`src/sadc_pkg.sv`:
```
// Shared constants, types and register map for the converter control block
package sadc_pkg;
  // Register byte offsets on the AXI4-Lite slave
  localparam logic [7:0] SADC_CTRL_OFF  = 8'h00; // Enable, start, done, channel
  localparam logic [7:0] SADC_RESH_OFF  = 8'h04; // Result bits 11..4
  localparam logic [7:0] SADC_RESL_OFF  = 8'h08; // Gate, divider, result bits 3..0
  localparam logic [7:0] SADC_REF_OFF   = 8'h0C; // Reference and PWM trigger
  localparam logic [7:0] SADC_PIN_OFF   = 8'h10; // Pure analog pin configuration
  localparam logic [7:0] SADC_IRQ_OFF   = 8'h14; // Interrupt flag and enable
  // Field positions
  localparam int SADC_EN_BIT    = 7;
  localparam int SADC_START_BIT = 6;
  localparam int SADC_DONE_BIT  = 5;
  localparam int SADC_GATE_BIT  = 6;
  localparam int SADC_DIV_LSB   = 4;
  localparam int SADC_EXT_BIT   = 7;
  localparam int SADC_PWMT_BIT  = 4;
  localparam int SADC_IRQF_BIT  = 0;
  localparam int SADC_IRQE_BIT  = 1;
  // Channel codes
  localparam logic [3:0] SADC_CH_LAST   = 4'hC; // Highest valid code
  localparam logic [3:0] SADC_CH_OPAMP  = 4'hB;
  localparam logic [3:0] SADC_CH_BATT   = 4'hC;
  // Converter clock divider codes and terminal counts (fosc is aclk)
  localparam logic [1:0] SADC_DIV16 = 2'b00;
  localparam logic [1:0] SADC_DIV8  = 2'b01;
  localparam logic [1:0] SADC_DIV1  = 2'b10;
  localparam logic [1:0] SADC_DIV2  = 2'b11;
  localparam logic [3:0] SADC_TC16  = 4'hF;
  localparam logic [3:0] SADC_TC8   = 4'h7;
  localparam logic [3:0] SADC_TC1   = 4'h0;
  localparam logic [3:0] SADC_TC2   = 4'h1;
  // Conversion length: 16 periods of converter clock / 4
  localparam int         SADC_PERIODS    = 16;
  localparam int         SADC_PER_TICKS  = 4;
  localparam logic [5:0] SADC_LAST_STEP  = 6'(SADC_PERIODS * SADC_PER_TICKS - 1);
  localparam logic [3:0] SADC_SAMPLE_END = 4'h3; // Periods 0..3 sample
  localparam logic [11:0] SADC_MSB       = 12'h800;
  // Reset values
  localparam logic [3:0]  SADC_CH_RST  = 4'h0;
  localparam logic [1:0]  SADC_DIV_RST = 2'b00;
  localparam logic [1:0]  SADC_LVL_RST = 2'b00;
  localparam logic [15:0] SADC_PIN_RST = 16'h0000;
  // AXI responses
  localparam logic [1:0] SADC_OKAY   = 2'b00;
  localparam logic [1:0] SADC_SLVERR = 2'b10;
  // Software configuration carried together
  typedef struct packed {
    logic        enable;     // adc_enable
    logic [3:0]  channel;    // channel_select
    logic        gate;       // channel_gate
    logic [1:0]  divider;    // conv_clock_divider
    logic        ext_ref;    // ext_ref_select
    logic        pwm_trig;   // pwm_trigger_select
    logic [1:0]  ref_level;  // internal_ref_level
    logic        irq_en;     // converter_irq_enable
    logic [15:0] pin_analog; // pin_analog_config
  } sadc_cfg_t;
  // Converter sequencer states
  typedef enum logic [1:0] {
    SADC_IDLE = 2'b01,
    SADC_CONV = 2'b10
  } sadc_state_t;
endpackage

```
`src/sadc_ctrl.sv`:
```
// SAR converter control with AXI4-Lite registers, sequencer and result buffer
`timescale 1ns/10ps
module sadc_ctrl
  import sadc_pkg::*;
(
  input  wire logic        aclk,
  input  wire logic        aresetn,
  // AXI4-Lite slave
  input  wire logic [7:0]  s_axi_awaddr,
  input  wire logic        s_axi_awvalid,
  output logic             s_axi_awready,
  input  wire logic [31:0] s_axi_wdata,
  input  wire logic [3:0]  s_axi_wstrb,
  input  wire logic        s_axi_wvalid,
  output logic             s_axi_wready,
  output logic [1:0]       s_axi_bresp,
  output logic             s_axi_bvalid,
  input  wire logic        s_axi_bready,
  input  wire logic [7:0]  s_axi_araddr,
  input  wire logic        s_axi_arvalid,
  output logic             s_axi_arready,
  output logic [31:0]      s_axi_rdata,
  output logic [1:0]       s_axi_rresp,
  output logic             s_axi_rvalid,
  input  wire logic        s_axi_rready,
  // System side
  input  wire logic        pwm_unit_enable,
  input  wire logic        cpu_idle,
  output logic             adc_irq,
  output logic             idle_wake,
  // Analog side
  input  wire logic        comp_in,
  output logic [11:0]      dac_code,
  output logic             sample_en,
  output logic [12:0]      channel_route,
  output logic [15:0]      pin_digital_off,
  output logic             ref_external,
  output logic [1:0]       ref_level
);

  sadc_cfg_t   cfg_q;          // Software configuration
  sadc_state_t state_q;        // Sequencer state
  logic        conv_start_q;   // Start bit
  logic        done_flag_q;    // conversion_done_flag
  logic        irq_flag_q;     // adc_irq_flag
  logic        pwm_mode_q;     // Current run came from the PWM trigger
  logic        pwm_en_q;       // Previous pwm_unit_enable for edge detect
  logic [3:0]  div_cnt_q;      // Converter clock prescaler
  logic        tick;           // One converter clock
  logic [5:0]  step_q;         // Converter clocks into conversion
  logic [11:0] code_q;         // Trial code
  logic [11:0] bit_q;          // Bit under test
  logic [11:0] result_q;       // Result buffer, no reset on purpose
  logic        comp_s1_q;      // Comparator synchroniser stage 1
  logic        comp_s2_q;      // Comparator synchroniser stage 2
  logic        wr_fire;        // Write taken this cycle
  logic        rd_fire;        // Read taken this cycle
  logic        sw_start;       // Software start request
  logic        pwm_start;      // PWM edge start request
  logic        finish;         // Last converter clock of a conversion
  logic        restart;        // PWM continuous restart
  logic [3:0]  div_tc;         // Prescaler terminal count
  logic [11:0] final_code;     // Code after the last decision

  assign wr_fire = s_axi_awvalid && s_axi_awready && s_axi_wvalid && s_axi_wready;
  assign rd_fire = s_axi_arvalid && s_axi_arready;

  // Comparator comes from the analog domain, so it is synchronised first
  always_ff @(posedge aclk) begin
    if (!aresetn) begin
      comp_s1_q <= 1'b0;
      comp_s2_q <= 1'b0;
    end else begin
      comp_s1_q <= comp_in;
      comp_s2_q <= comp_s1_q;
    end
  end

  // Write address and data are taken together, one write in flight
  always_ff @(posedge aclk) begin
    if (!aresetn) begin
      s_axi_awready <= 1'b0;
      s_axi_wready  <= 1'b0;
      s_axi_bvalid  <= 1'b0;
      s_axi_bresp   <= SADC_OKAY;
    end else begin
      s_axi_awready <= 1'b0;
      s_axi_wready  <= 1'b0;
      if (wr_fire) begin
        s_axi_bvalid <= 1'b1;
        if (s_axi_awaddr <= SADC_IRQ_OFF && s_axi_awaddr[1:0] == 2'b00) begin
          s_axi_bresp <= SADC_OKAY;
        end else begin
          s_axi_bresp <= SADC_SLVERR; // Unmapped address
        end
      end else if (s_axi_bvalid && s_axi_bready) begin
        s_axi_bvalid <= 1'b0;
      end else if (!s_axi_bvalid && !s_axi_awready && s_axi_awvalid && s_axi_wvalid) begin
        s_axi_awready <= 1'b1;
        s_axi_wready  <= 1'b1;
      end
    end
  end

  // Configuration registers; result fields are read-only and ignore writes
  always_ff @(posedge aclk) begin
    if (!aresetn) begin
      cfg_q <= '{enable: 1'b0, channel: SADC_CH_RST, gate: 1'b0, divider: SADC_DIV_RST,
                 ext_ref: 1'b0, pwm_trig: 1'b0, ref_level: SADC_LVL_RST, irq_en: 1'b0,
                 pin_analog: SADC_PIN_RST};
    end else if (wr_fire && s_axi_wstrb[0]) begin
      if (s_axi_awaddr == SADC_CTRL_OFF) begin
        cfg_q.enable  <= s_axi_wdata[SADC_EN_BIT];
        cfg_q.channel <= s_axi_wdata[3:0];
      end else if (s_axi_awaddr == SADC_RESL_OFF) begin
        cfg_q.gate    <= s_axi_wdata[SADC_GATE_BIT];
        cfg_q.divider <= s_axi_wdata[SADC_DIV_LSB +: 2];
      end else if (s_axi_awaddr == SADC_REF_OFF) begin
        cfg_q.ext_ref   <= s_axi_wdata[SADC_EXT_BIT];
        cfg_q.pwm_trig  <= s_axi_wdata[SADC_PWMT_BIT];
        cfg_q.ref_level <= s_axi_wdata[1:0];
      end else if (s_axi_awaddr == SADC_PIN_OFF) begin
        cfg_q.pin_analog[7:0] <= s_axi_wdata[7:0];
        // Upper pin byte rides on its own lane, written in the same beat
        if (s_axi_wstrb[1]) begin
          cfg_q.pin_analog[15:8] <= s_axi_wdata[15:8];
        end
      end else if (s_axi_awaddr == SADC_IRQ_OFF) begin
        cfg_q.irq_en <= s_axi_wdata[SADC_IRQE_BIT];
      end
    end else if (wr_fire && s_axi_wstrb[1] && s_axi_awaddr == SADC_PIN_OFF) begin
      cfg_q.pin_analog[15:8] <= s_axi_wdata[15:8];
    end
  end

  // Read data path, answer one cycle after the address is taken
  always_ff @(posedge aclk) begin
    if (!aresetn) begin
      s_axi_arready <= 1'b0;
      s_axi_rvalid  <= 1'b0;
      s_axi_rdata   <= 32'h0000_0000;
      s_axi_rresp   <= SADC_OKAY;
    end else begin
      s_axi_arready <= 1'b0;
      if (rd_fire) begin
        s_axi_rvalid <= 1'b1;
        s_axi_rresp  <= SADC_OKAY;
        s_axi_rdata  <= 32'h0000_0000;
        if (s_axi_araddr == SADC_CTRL_OFF) begin
          s_axi_rdata[7:0] <= {cfg_q.enable, conv_start_q, done_flag_q, 1'b0, cfg_q.channel};
        end else if (s_axi_araddr == SADC_RESH_OFF) begin
          s_axi_rdata[7:0] <= result_q[11:4];
        end else if (s_axi_araddr == SADC_RESL_OFF) begin
          s_axi_rdata[7:0] <= {1'b0, cfg_q.gate, cfg_q.divider, result_q[3:0]};
        end else if (s_axi_araddr == SADC_REF_OFF) begin
          s_axi_rdata[7:0] <= {cfg_q.ext_ref, 2'b00, cfg_q.pwm_trig, 2'b00, cfg_q.ref_level};
        end else if (s_axi_araddr == SADC_PIN_OFF) begin
          s_axi_rdata[15:0] <= cfg_q.pin_analog;
        end else if (s_axi_araddr == SADC_IRQ_OFF) begin
          s_axi_rdata[1:0] <= {cfg_q.irq_en, irq_flag_q};
        end else begin
          s_axi_rresp <= SADC_SLVERR; // Unmapped, reads zero
        end
      end else if (s_axi_rvalid && s_axi_rready) begin
        s_axi_rvalid <= 1'b0;
      end else if (!s_axi_rvalid && !s_axi_arready && s_axi_arvalid) begin
        s_axi_arready <= 1'b1;
      end
    end
  end

  // Start sources, both gated by the enable bit
  assign sw_start  = wr_fire && s_axi_wstrb[0] && s_axi_awaddr == SADC_CTRL_OFF &&
                     s_axi_wdata[SADC_START_BIT] && s_axi_wdata[SADC_EN_BIT];
  assign pwm_start = cfg_q.enable && cfg_q.pwm_trig && pwm_unit_enable && !pwm_en_q;
  assign finish    = state_q == SADC_CONV && tick && step_q == SADC_LAST_STEP;
  assign restart   = pwm_mode_q && pwm_unit_enable && cfg_q.enable;

  // PWM enable edge detector; the PWM unit shares aclk
  always_ff @(posedge aclk) begin
    if (!aresetn) begin
      pwm_en_q <= 1'b0;
    end else begin
      pwm_en_q <= pwm_unit_enable;
    end
  end

  // Prescaler terminal count per divider code
  always_comb begin
    case (cfg_q.divider)
      SADC_DIV16: div_tc = SADC_TC16;
      SADC_DIV8:  div_tc = SADC_TC8;
      SADC_DIV1:  div_tc = SADC_TC1;
      default:    div_tc = SADC_TC2;
    endcase
  end
  assign tick = div_cnt_q == div_tc;

  // Prescaler restarts with each conversion so the length is exact
  always_ff @(posedge aclk) begin
    if (!aresetn) begin
      div_cnt_q <= 4'h0;
    end else if (state_q == SADC_IDLE || tick) begin
      div_cnt_q <= 4'h0;
    end else begin
      div_cnt_q <= div_cnt_q + 4'h1;
    end
  end

  // Sequencer; clearing the enable aborts a running conversion
  always_ff @(posedge aclk) begin
    if (!aresetn) begin
      state_q    <= SADC_IDLE;
      step_q     <= 6'h00;
      pwm_mode_q <= 1'b0;
    end else begin
      case (state_q)
        SADC_IDLE: begin
          step_q <= 6'h00;
          if (sw_start || pwm_start) begin
            state_q    <= SADC_CONV;
            pwm_mode_q <= pwm_start && !sw_start;
          end
        end
        SADC_CONV: begin
          if (!cfg_q.enable) begin
            state_q <= SADC_IDLE;
          end else if (finish) begin
            step_q <= 6'h00;
            if (!restart) begin
              state_q <= SADC_IDLE;
            end
          end else if (tick) begin
            step_q <= step_q + 6'h01;
          end
        end
        default: state_q <= SADC_IDLE;
      endcase
    end
  end

  // Successive approximation: four sampling periods, then one bit per period
  assign final_code = comp_s2_q ? code_q : (code_q & ~bit_q);
  always_ff @(posedge aclk) begin
    if (!aresetn) begin
      code_q <= 12'h000;
      bit_q  <= 12'h000;
    end else if (state_q == SADC_CONV && tick && step_q[1:0] == 2'b11) begin
      if (step_q[5:2] == SADC_SAMPLE_END) begin
        code_q <= SADC_MSB;
        bit_q  <= SADC_MSB;
      end else if (step_q[5:2] > SADC_SAMPLE_END) begin
        code_q <= final_code | (bit_q >> 1);
        bit_q  <= bit_q >> 1;
      end
    end
  end

  // Result buffer loads only at the end, never with partial bits
  always_ff @(posedge aclk) begin
    if (finish) begin
      result_q <= final_code;
    end
  end

  // Start bit: set by software or PWM, cleared at completion, set wins
  always_ff @(posedge aclk) begin
    if (!aresetn) begin
      conv_start_q <= 1'b0;
    end else if (sw_start || pwm_start || (finish && restart)) begin
      conv_start_q <= 1'b1;
    end else if (finish || !cfg_q.enable) begin
      conv_start_q <= 1'b0;
    end
  end

  // Done and irq flags: hardware sets, software writes 0 to clear
  always_ff @(posedge aclk) begin
    if (!aresetn) begin
      done_flag_q <= 1'b0;
      irq_flag_q  <= 1'b0;
    end else begin
      if (finish) begin
        done_flag_q <= 1'b1;
      end else if (wr_fire && s_axi_wstrb[0] && s_axi_awaddr == SADC_CTRL_OFF &&
                   !s_axi_wdata[SADC_DONE_BIT]) begin
        done_flag_q <= 1'b0;
      end
      if (finish) begin
        irq_flag_q <= 1'b1;
      end else if (wr_fire && s_axi_wstrb[0] && s_axi_awaddr == SADC_IRQ_OFF &&
                   !s_axi_wdata[SADC_IRQF_BIT]) begin
        irq_flag_q <= 1'b0;
      end
    end
  end

  // Interrupt request and idle wake-up, both registered
  always_ff @(posedge aclk) begin
    if (!aresetn) begin
      adc_irq   <= 1'b0;
      idle_wake <= 1'b0;
    end else begin
      adc_irq   <= cfg_q.irq_en && (irq_flag_q || finish);
      idle_wake <= cfg_q.irq_en && cpu_idle && finish;
    end
  end

  // Analog outputs, all from flip-flops
  always_ff @(posedge aclk) begin
    if (!aresetn) begin
      dac_code        <= 12'h000;
      sample_en       <= 1'b0;
      channel_route   <= 13'h0000;
      pin_digital_off <= SADC_PIN_RST;
      ref_external    <= 1'b0;
      ref_level       <= SADC_LVL_RST;
    end else begin
      dac_code  <= code_q;
      sample_en <= state_q == SADC_CONV && step_q[5:2] <= SADC_SAMPLE_END;
      if (cfg_q.gate && cfg_q.enable && cfg_q.channel <= SADC_CH_LAST) begin
        channel_route <= 13'h0001 << cfg_q.channel;
      end else begin
        channel_route <= 13'h0000;
      end
      pin_digital_off <= cfg_q.pin_analog;
      ref_external    <= cfg_q.ext_ref;
      ref_level       <= cfg_q.ref_level;
    end
  end
endmodule // sadc_ctrl

```
`config.mk`:
```
export PLATFORM = sky130hd
export DESIGN_NAME = sadc_ctrl
export DESIGN_NICKNAME = d
export VERILOG_FILES = /design/src/sadc_pkg.sv /design/src/sadc_ctrl.sv
export SDC_FILE = /design/constraint.sdc
export NUM_CORES = 1
export LEC_CHECK = 0
export CORE_MARGIN = 2
export CORE_UTILIZATION = 45
export CTS_BUF_LIST = sky130_fd_sc_hd__clkbuf_8 sky130_fd_sc_hd__clkbuf_16
export DETAILED_ROUTE_END_ITERATION = 7
export DONT_BUFFER_PORTS = 1
export SKIP_LAST_GASP = 1
export SLEW_MARGIN = 25
export SYNTH_ARGS = -nofsm -noshare
export SYNTH_HDL_FRONTEND = slang
export SYNTH_SLANG_ARGS = --single-unit
```
`constraint.sdc`:
```
create_clock -name aclk -period 4.67 [get_ports aclk]
set_input_delay 0.7005 -clock aclk [delete_from_list [all_inputs] [get_ports aclk]]
set_output_delay 0.7005 -clock aclk [all_outputs]
set_load 0.01 [all_outputs]
```
==> results.yml <==
run_status:
  status: "complete, no violations"
worst_setup_path:
  cp_num_buf_inv: 1
  crit_family: "compound AO/OA/AOI/OAI gates"
  endpoint_kind: "flop"
  arrival_ns: 2.23
  max_stage_delay_ns: 0.45
  r2r-end: "result_q[9]$_DFFE_PP_"
  reg2reg_from: "cfg_q[22]$_SDFFE_PN0P_"
  rrSetupSlack_ns: 2.51
  crit_chain: "or3b_1, a21oi_4, o211ai_2, inv_1"
  worstSetupStartpointType: "flop"
  required_ns: 4.74
  slowest_stage: "dfxtp_1"
  r2r_cells: 4
  worstPathMaxFanout: 13
  timing_worst_setup_path_type: "reg2reg"
timing:
  setup-violations-final: 0
  finalHoldViolCount: 0
  finClkSkew_ns: 0.00658
  rsz0062_at_grt: "no"
  worstMarginPinSlew_ns: 0.748
  fin_crit_ns: 2.16
  fin_setup_tns_ns: 0
  max-slew-margin-rel: 0.500
  max_freq_mhz: 463
  finalMaxSlewViolations: 0
  fin_crit_sh: 0.462
  whs_ns: 0.368
floorplan:
  initial_utilization: 0.456
  die_area_um2: 14300
  io_pins: 150
  fp-row-count: 42
  core_area_um2: 13100
  die_y_um: 119
  die_w_um: 119
clock_network:
  post_cts_buffers: 0
  ctsLongestPathBuffers: 2
  cts_resized: 0
  cts_hold_buf: 0
  clock_latency_ns: 0.42
  clk_pin_slew_ns: 0.06
  cts-buffers-inserted: 17
  clockRootBuffer: "clkbuf_16"
  cts_tree: "yes"
  clock_sinks: 153
  ctsHtreeMaxLevel: 4
global_routing:
  grt-ovfl-total: 0
  antenna_found_initial: 0
  grt_max_degree: 53
  grt_pass1_wl_mm: 21.7
  grt_pass1_vias: 4248
  grt_use_total: 0.195
yosys:
  synth-async-reset-ratio: 0
  yosys_most_used_dff: "dfxtp_1"
  synth-edff-count: 12
  ys_types: 66
  netlist_instances: 618
  syn_area_per_cell_um2: 9.70
  yosysWarnings: 0
  yosysSeqAreaShare: 0.531
  ys_ff_latch: 153
  syn_area_um2: 6000
cells_and_area:
  fin_nets: 669
  areaGrowthSynthToFinish_pct: 9.75
  post_route_cells_drive_above_1_share: 0.0680
  antenna_cells: 0
  fin_cells: 794
  final_core_util: 0.501
power:
  clkPwrFrac: 0.487
  power_density_nw_per_um2: 406
  p_seq_frac: 0.497
  p_int_mw: 2.14
  peakVddDrop_mv: 0.259
  p_leak_nw: 2.62
  power.total_mw: 2.67
  p_comb_frac: 0.015
  netSwitchingFraction: 0.201
  switchingPower_mw: 0.539
routing:
  ant_nets: 0
  num_vias: 4298
  wl_per_cell_um: 16.7
  drc: 0
  drt_iter0_markers: 247
  routed_via_density: 5.41
  wl_mm: 13.2
  firstDrtPassIters: 4
place:
  dp.cells: 762
  gp_congestion: 0.837
  port_buffers: 0
  dp_hpwl_mm: 9.23
hold_path:
  hold_depth: 1
  hp-class: "in2reg"
  hold_end: "state_q[0]$_SDFFE_PN1P_"
  min-delay-start: "aresetn"
flow_run:
  maxCapViolCount: 0
## power by group through the flow
stage / clock network [mW] / logic (mW) / registers, mW
2_1_floorplan: 0 / 0.0548 / 1.36
3_3_place_gp: 0 / 0.0408 / 1.36
3_5_place_dp: 0 / 0.0412 / 1.36
4_1_cts: 1.33 / 0.0414 / 1.33
5_1_grt: 1.39 / 0.0467 / 1.33
6_report: 1.30 / 0.0413 / 1.33
## final cells by class
type | instances | area, µm²
clock inverters | 13 | 116
fillers | 1260 | 6560
repair buffers | 2 | 15.0
flip-flops and latches | 153 | 3180
well taps | 176 | 220
multi-input cells | 422 | 2560
clock buffers | 19 | 453
inverters | 9 | 33.8
## Yosys cell counts (11+ instances only)
| cell type | number | share of area |
|---|---|---|
| and2_1 | 39 | 0.041 |
| clkbuf_1 | 25 | 0.016 |
| o21ai_0 | 20 | 0.017 |
| edfxtp_1 | 12 | 0.060 |
| nand2_1 | 47 | 0.029 |
| o211ai_1 | 12 | 0.015 |
| nor2_1 | 66 | 0.041 |
| a21oi_1 | 38 | 0.032 |
| a21boi_0 | 11 | 0.014 |
| buf_4 | 19 | 0.024 |
| nor3_1 | 13 | 0.011 |
| dfxtp_1 | 141 | 0.47 |
| nand3_1 | 22 | 0.018 |
| mux2i_1 | 30 | 0.050 |
## registers in the layout, summed over array words and instances (netlist names), 2 cells and up
signal           count
cfg_q               29
step_q               6
channel_route       13
div_cnt_q            4
pin_digital_off     16
dac_code            12
ref_level            2
code_q              12
state_q              2
result_q            12
bit_q               12
s_axi_rdata         16
## layout by cell type, fill, tap and decap left out, types with 3 or more instances in the layout
cell type / netlist / final
and2_1: 39 / 39
o21ai_0: 20 / 20
a31oi_1: 7 / 7
o311ai_0: 3 / 3
and3b_1: 4 / 4
a21oi_1: 38 / 38
nor2_1: 66 / 66
inv_1: 9 / 14
a22o_1: 8 / 8
conb_1: 1 / 18
nand2b_1: 7 / 7
nor2b_1: 5 / 5
mux2i_1: 30 / 30
or3_1: 4 / 4
o211ai_1: 12 / 12
nand3_1: 22 / 22
nand2_1: 47 / 47
dfxtp_1: 141 / 141
nand4_1: 3 / 3
a21boi_0: 11 / 11
clkbuf_16: 0 / 17
nor3_1: 13 / 13
edfxtp_1: 12 / 12
and3_1: 9 / 9
nand3b_1: 6 / 6
## worst max-delay path by stage
stage / start / to / depth (start not counted)
floorplan: s_axi_awaddr[0] / state_q[0]$_SDFFE_PN1P_ / 5
global placement: s_axi_araddr[5] / s_axi_rdata[9]$_SDFFE_PN0P_ / 4
detailed placement: s_axi_araddr[5] / s_axi_rdata[12]$_SDFFE_PN0P_ / 4
CTS: cfg_q[22]$_SDFFE_PN0P_ / result_q[9]$_DFFE_PP_ / 4
global route: s_axi_araddr[5] / s_axi_rdata[2]$_SDFFE_PN0P_ / 5
finish: cfg_q[22]$_SDFFE_PN0P_ / result_q[9]$_DFFE_PP_ / 4
## kinds of logic after synthesis
group / after synthesis / share of synthesized area
buffers and inverters: 60 / 0.0530
adder cells (fa/ha/maj): 2 / 0.00417
flip-flops: 153 / 0.531
XOR/XNOR: 3 / 0.00438
AO/OA/AOI/OAI: 126 / 0.146
other: 1 / 0.000625
AND/OR/NAND/NOR: 241 / 0.207
multiplexers: 32 / 0.0538
## per-stage QoR
step           cell area, µm²  setup WS (ns)
2_1_floorplan            6060           2.53
6_report                 6580           2.51
3_5_place_dp             6010           2.14
3_3_place_gp             6010           2.20
5_1_grt                  6580           2.26
4_1_cts                  6580           2.46
## per-layer routing
| layer | global-route usage | vias up | part of all wire |
|---|---|---|---|
| met5 | 0 | - | 0 |
| met1 | 0.239 | 2039 | 0.43 |
| met3 | 0.0699 | 21 | 0.065 |
| met2 | 0.317 | 125 | 0.49 |
| met4 | 0.0699 | 0 | 0.017 |
| li1 | - | 2113 | - |
No activity file was read; power rests on OpenSTA's default activity.
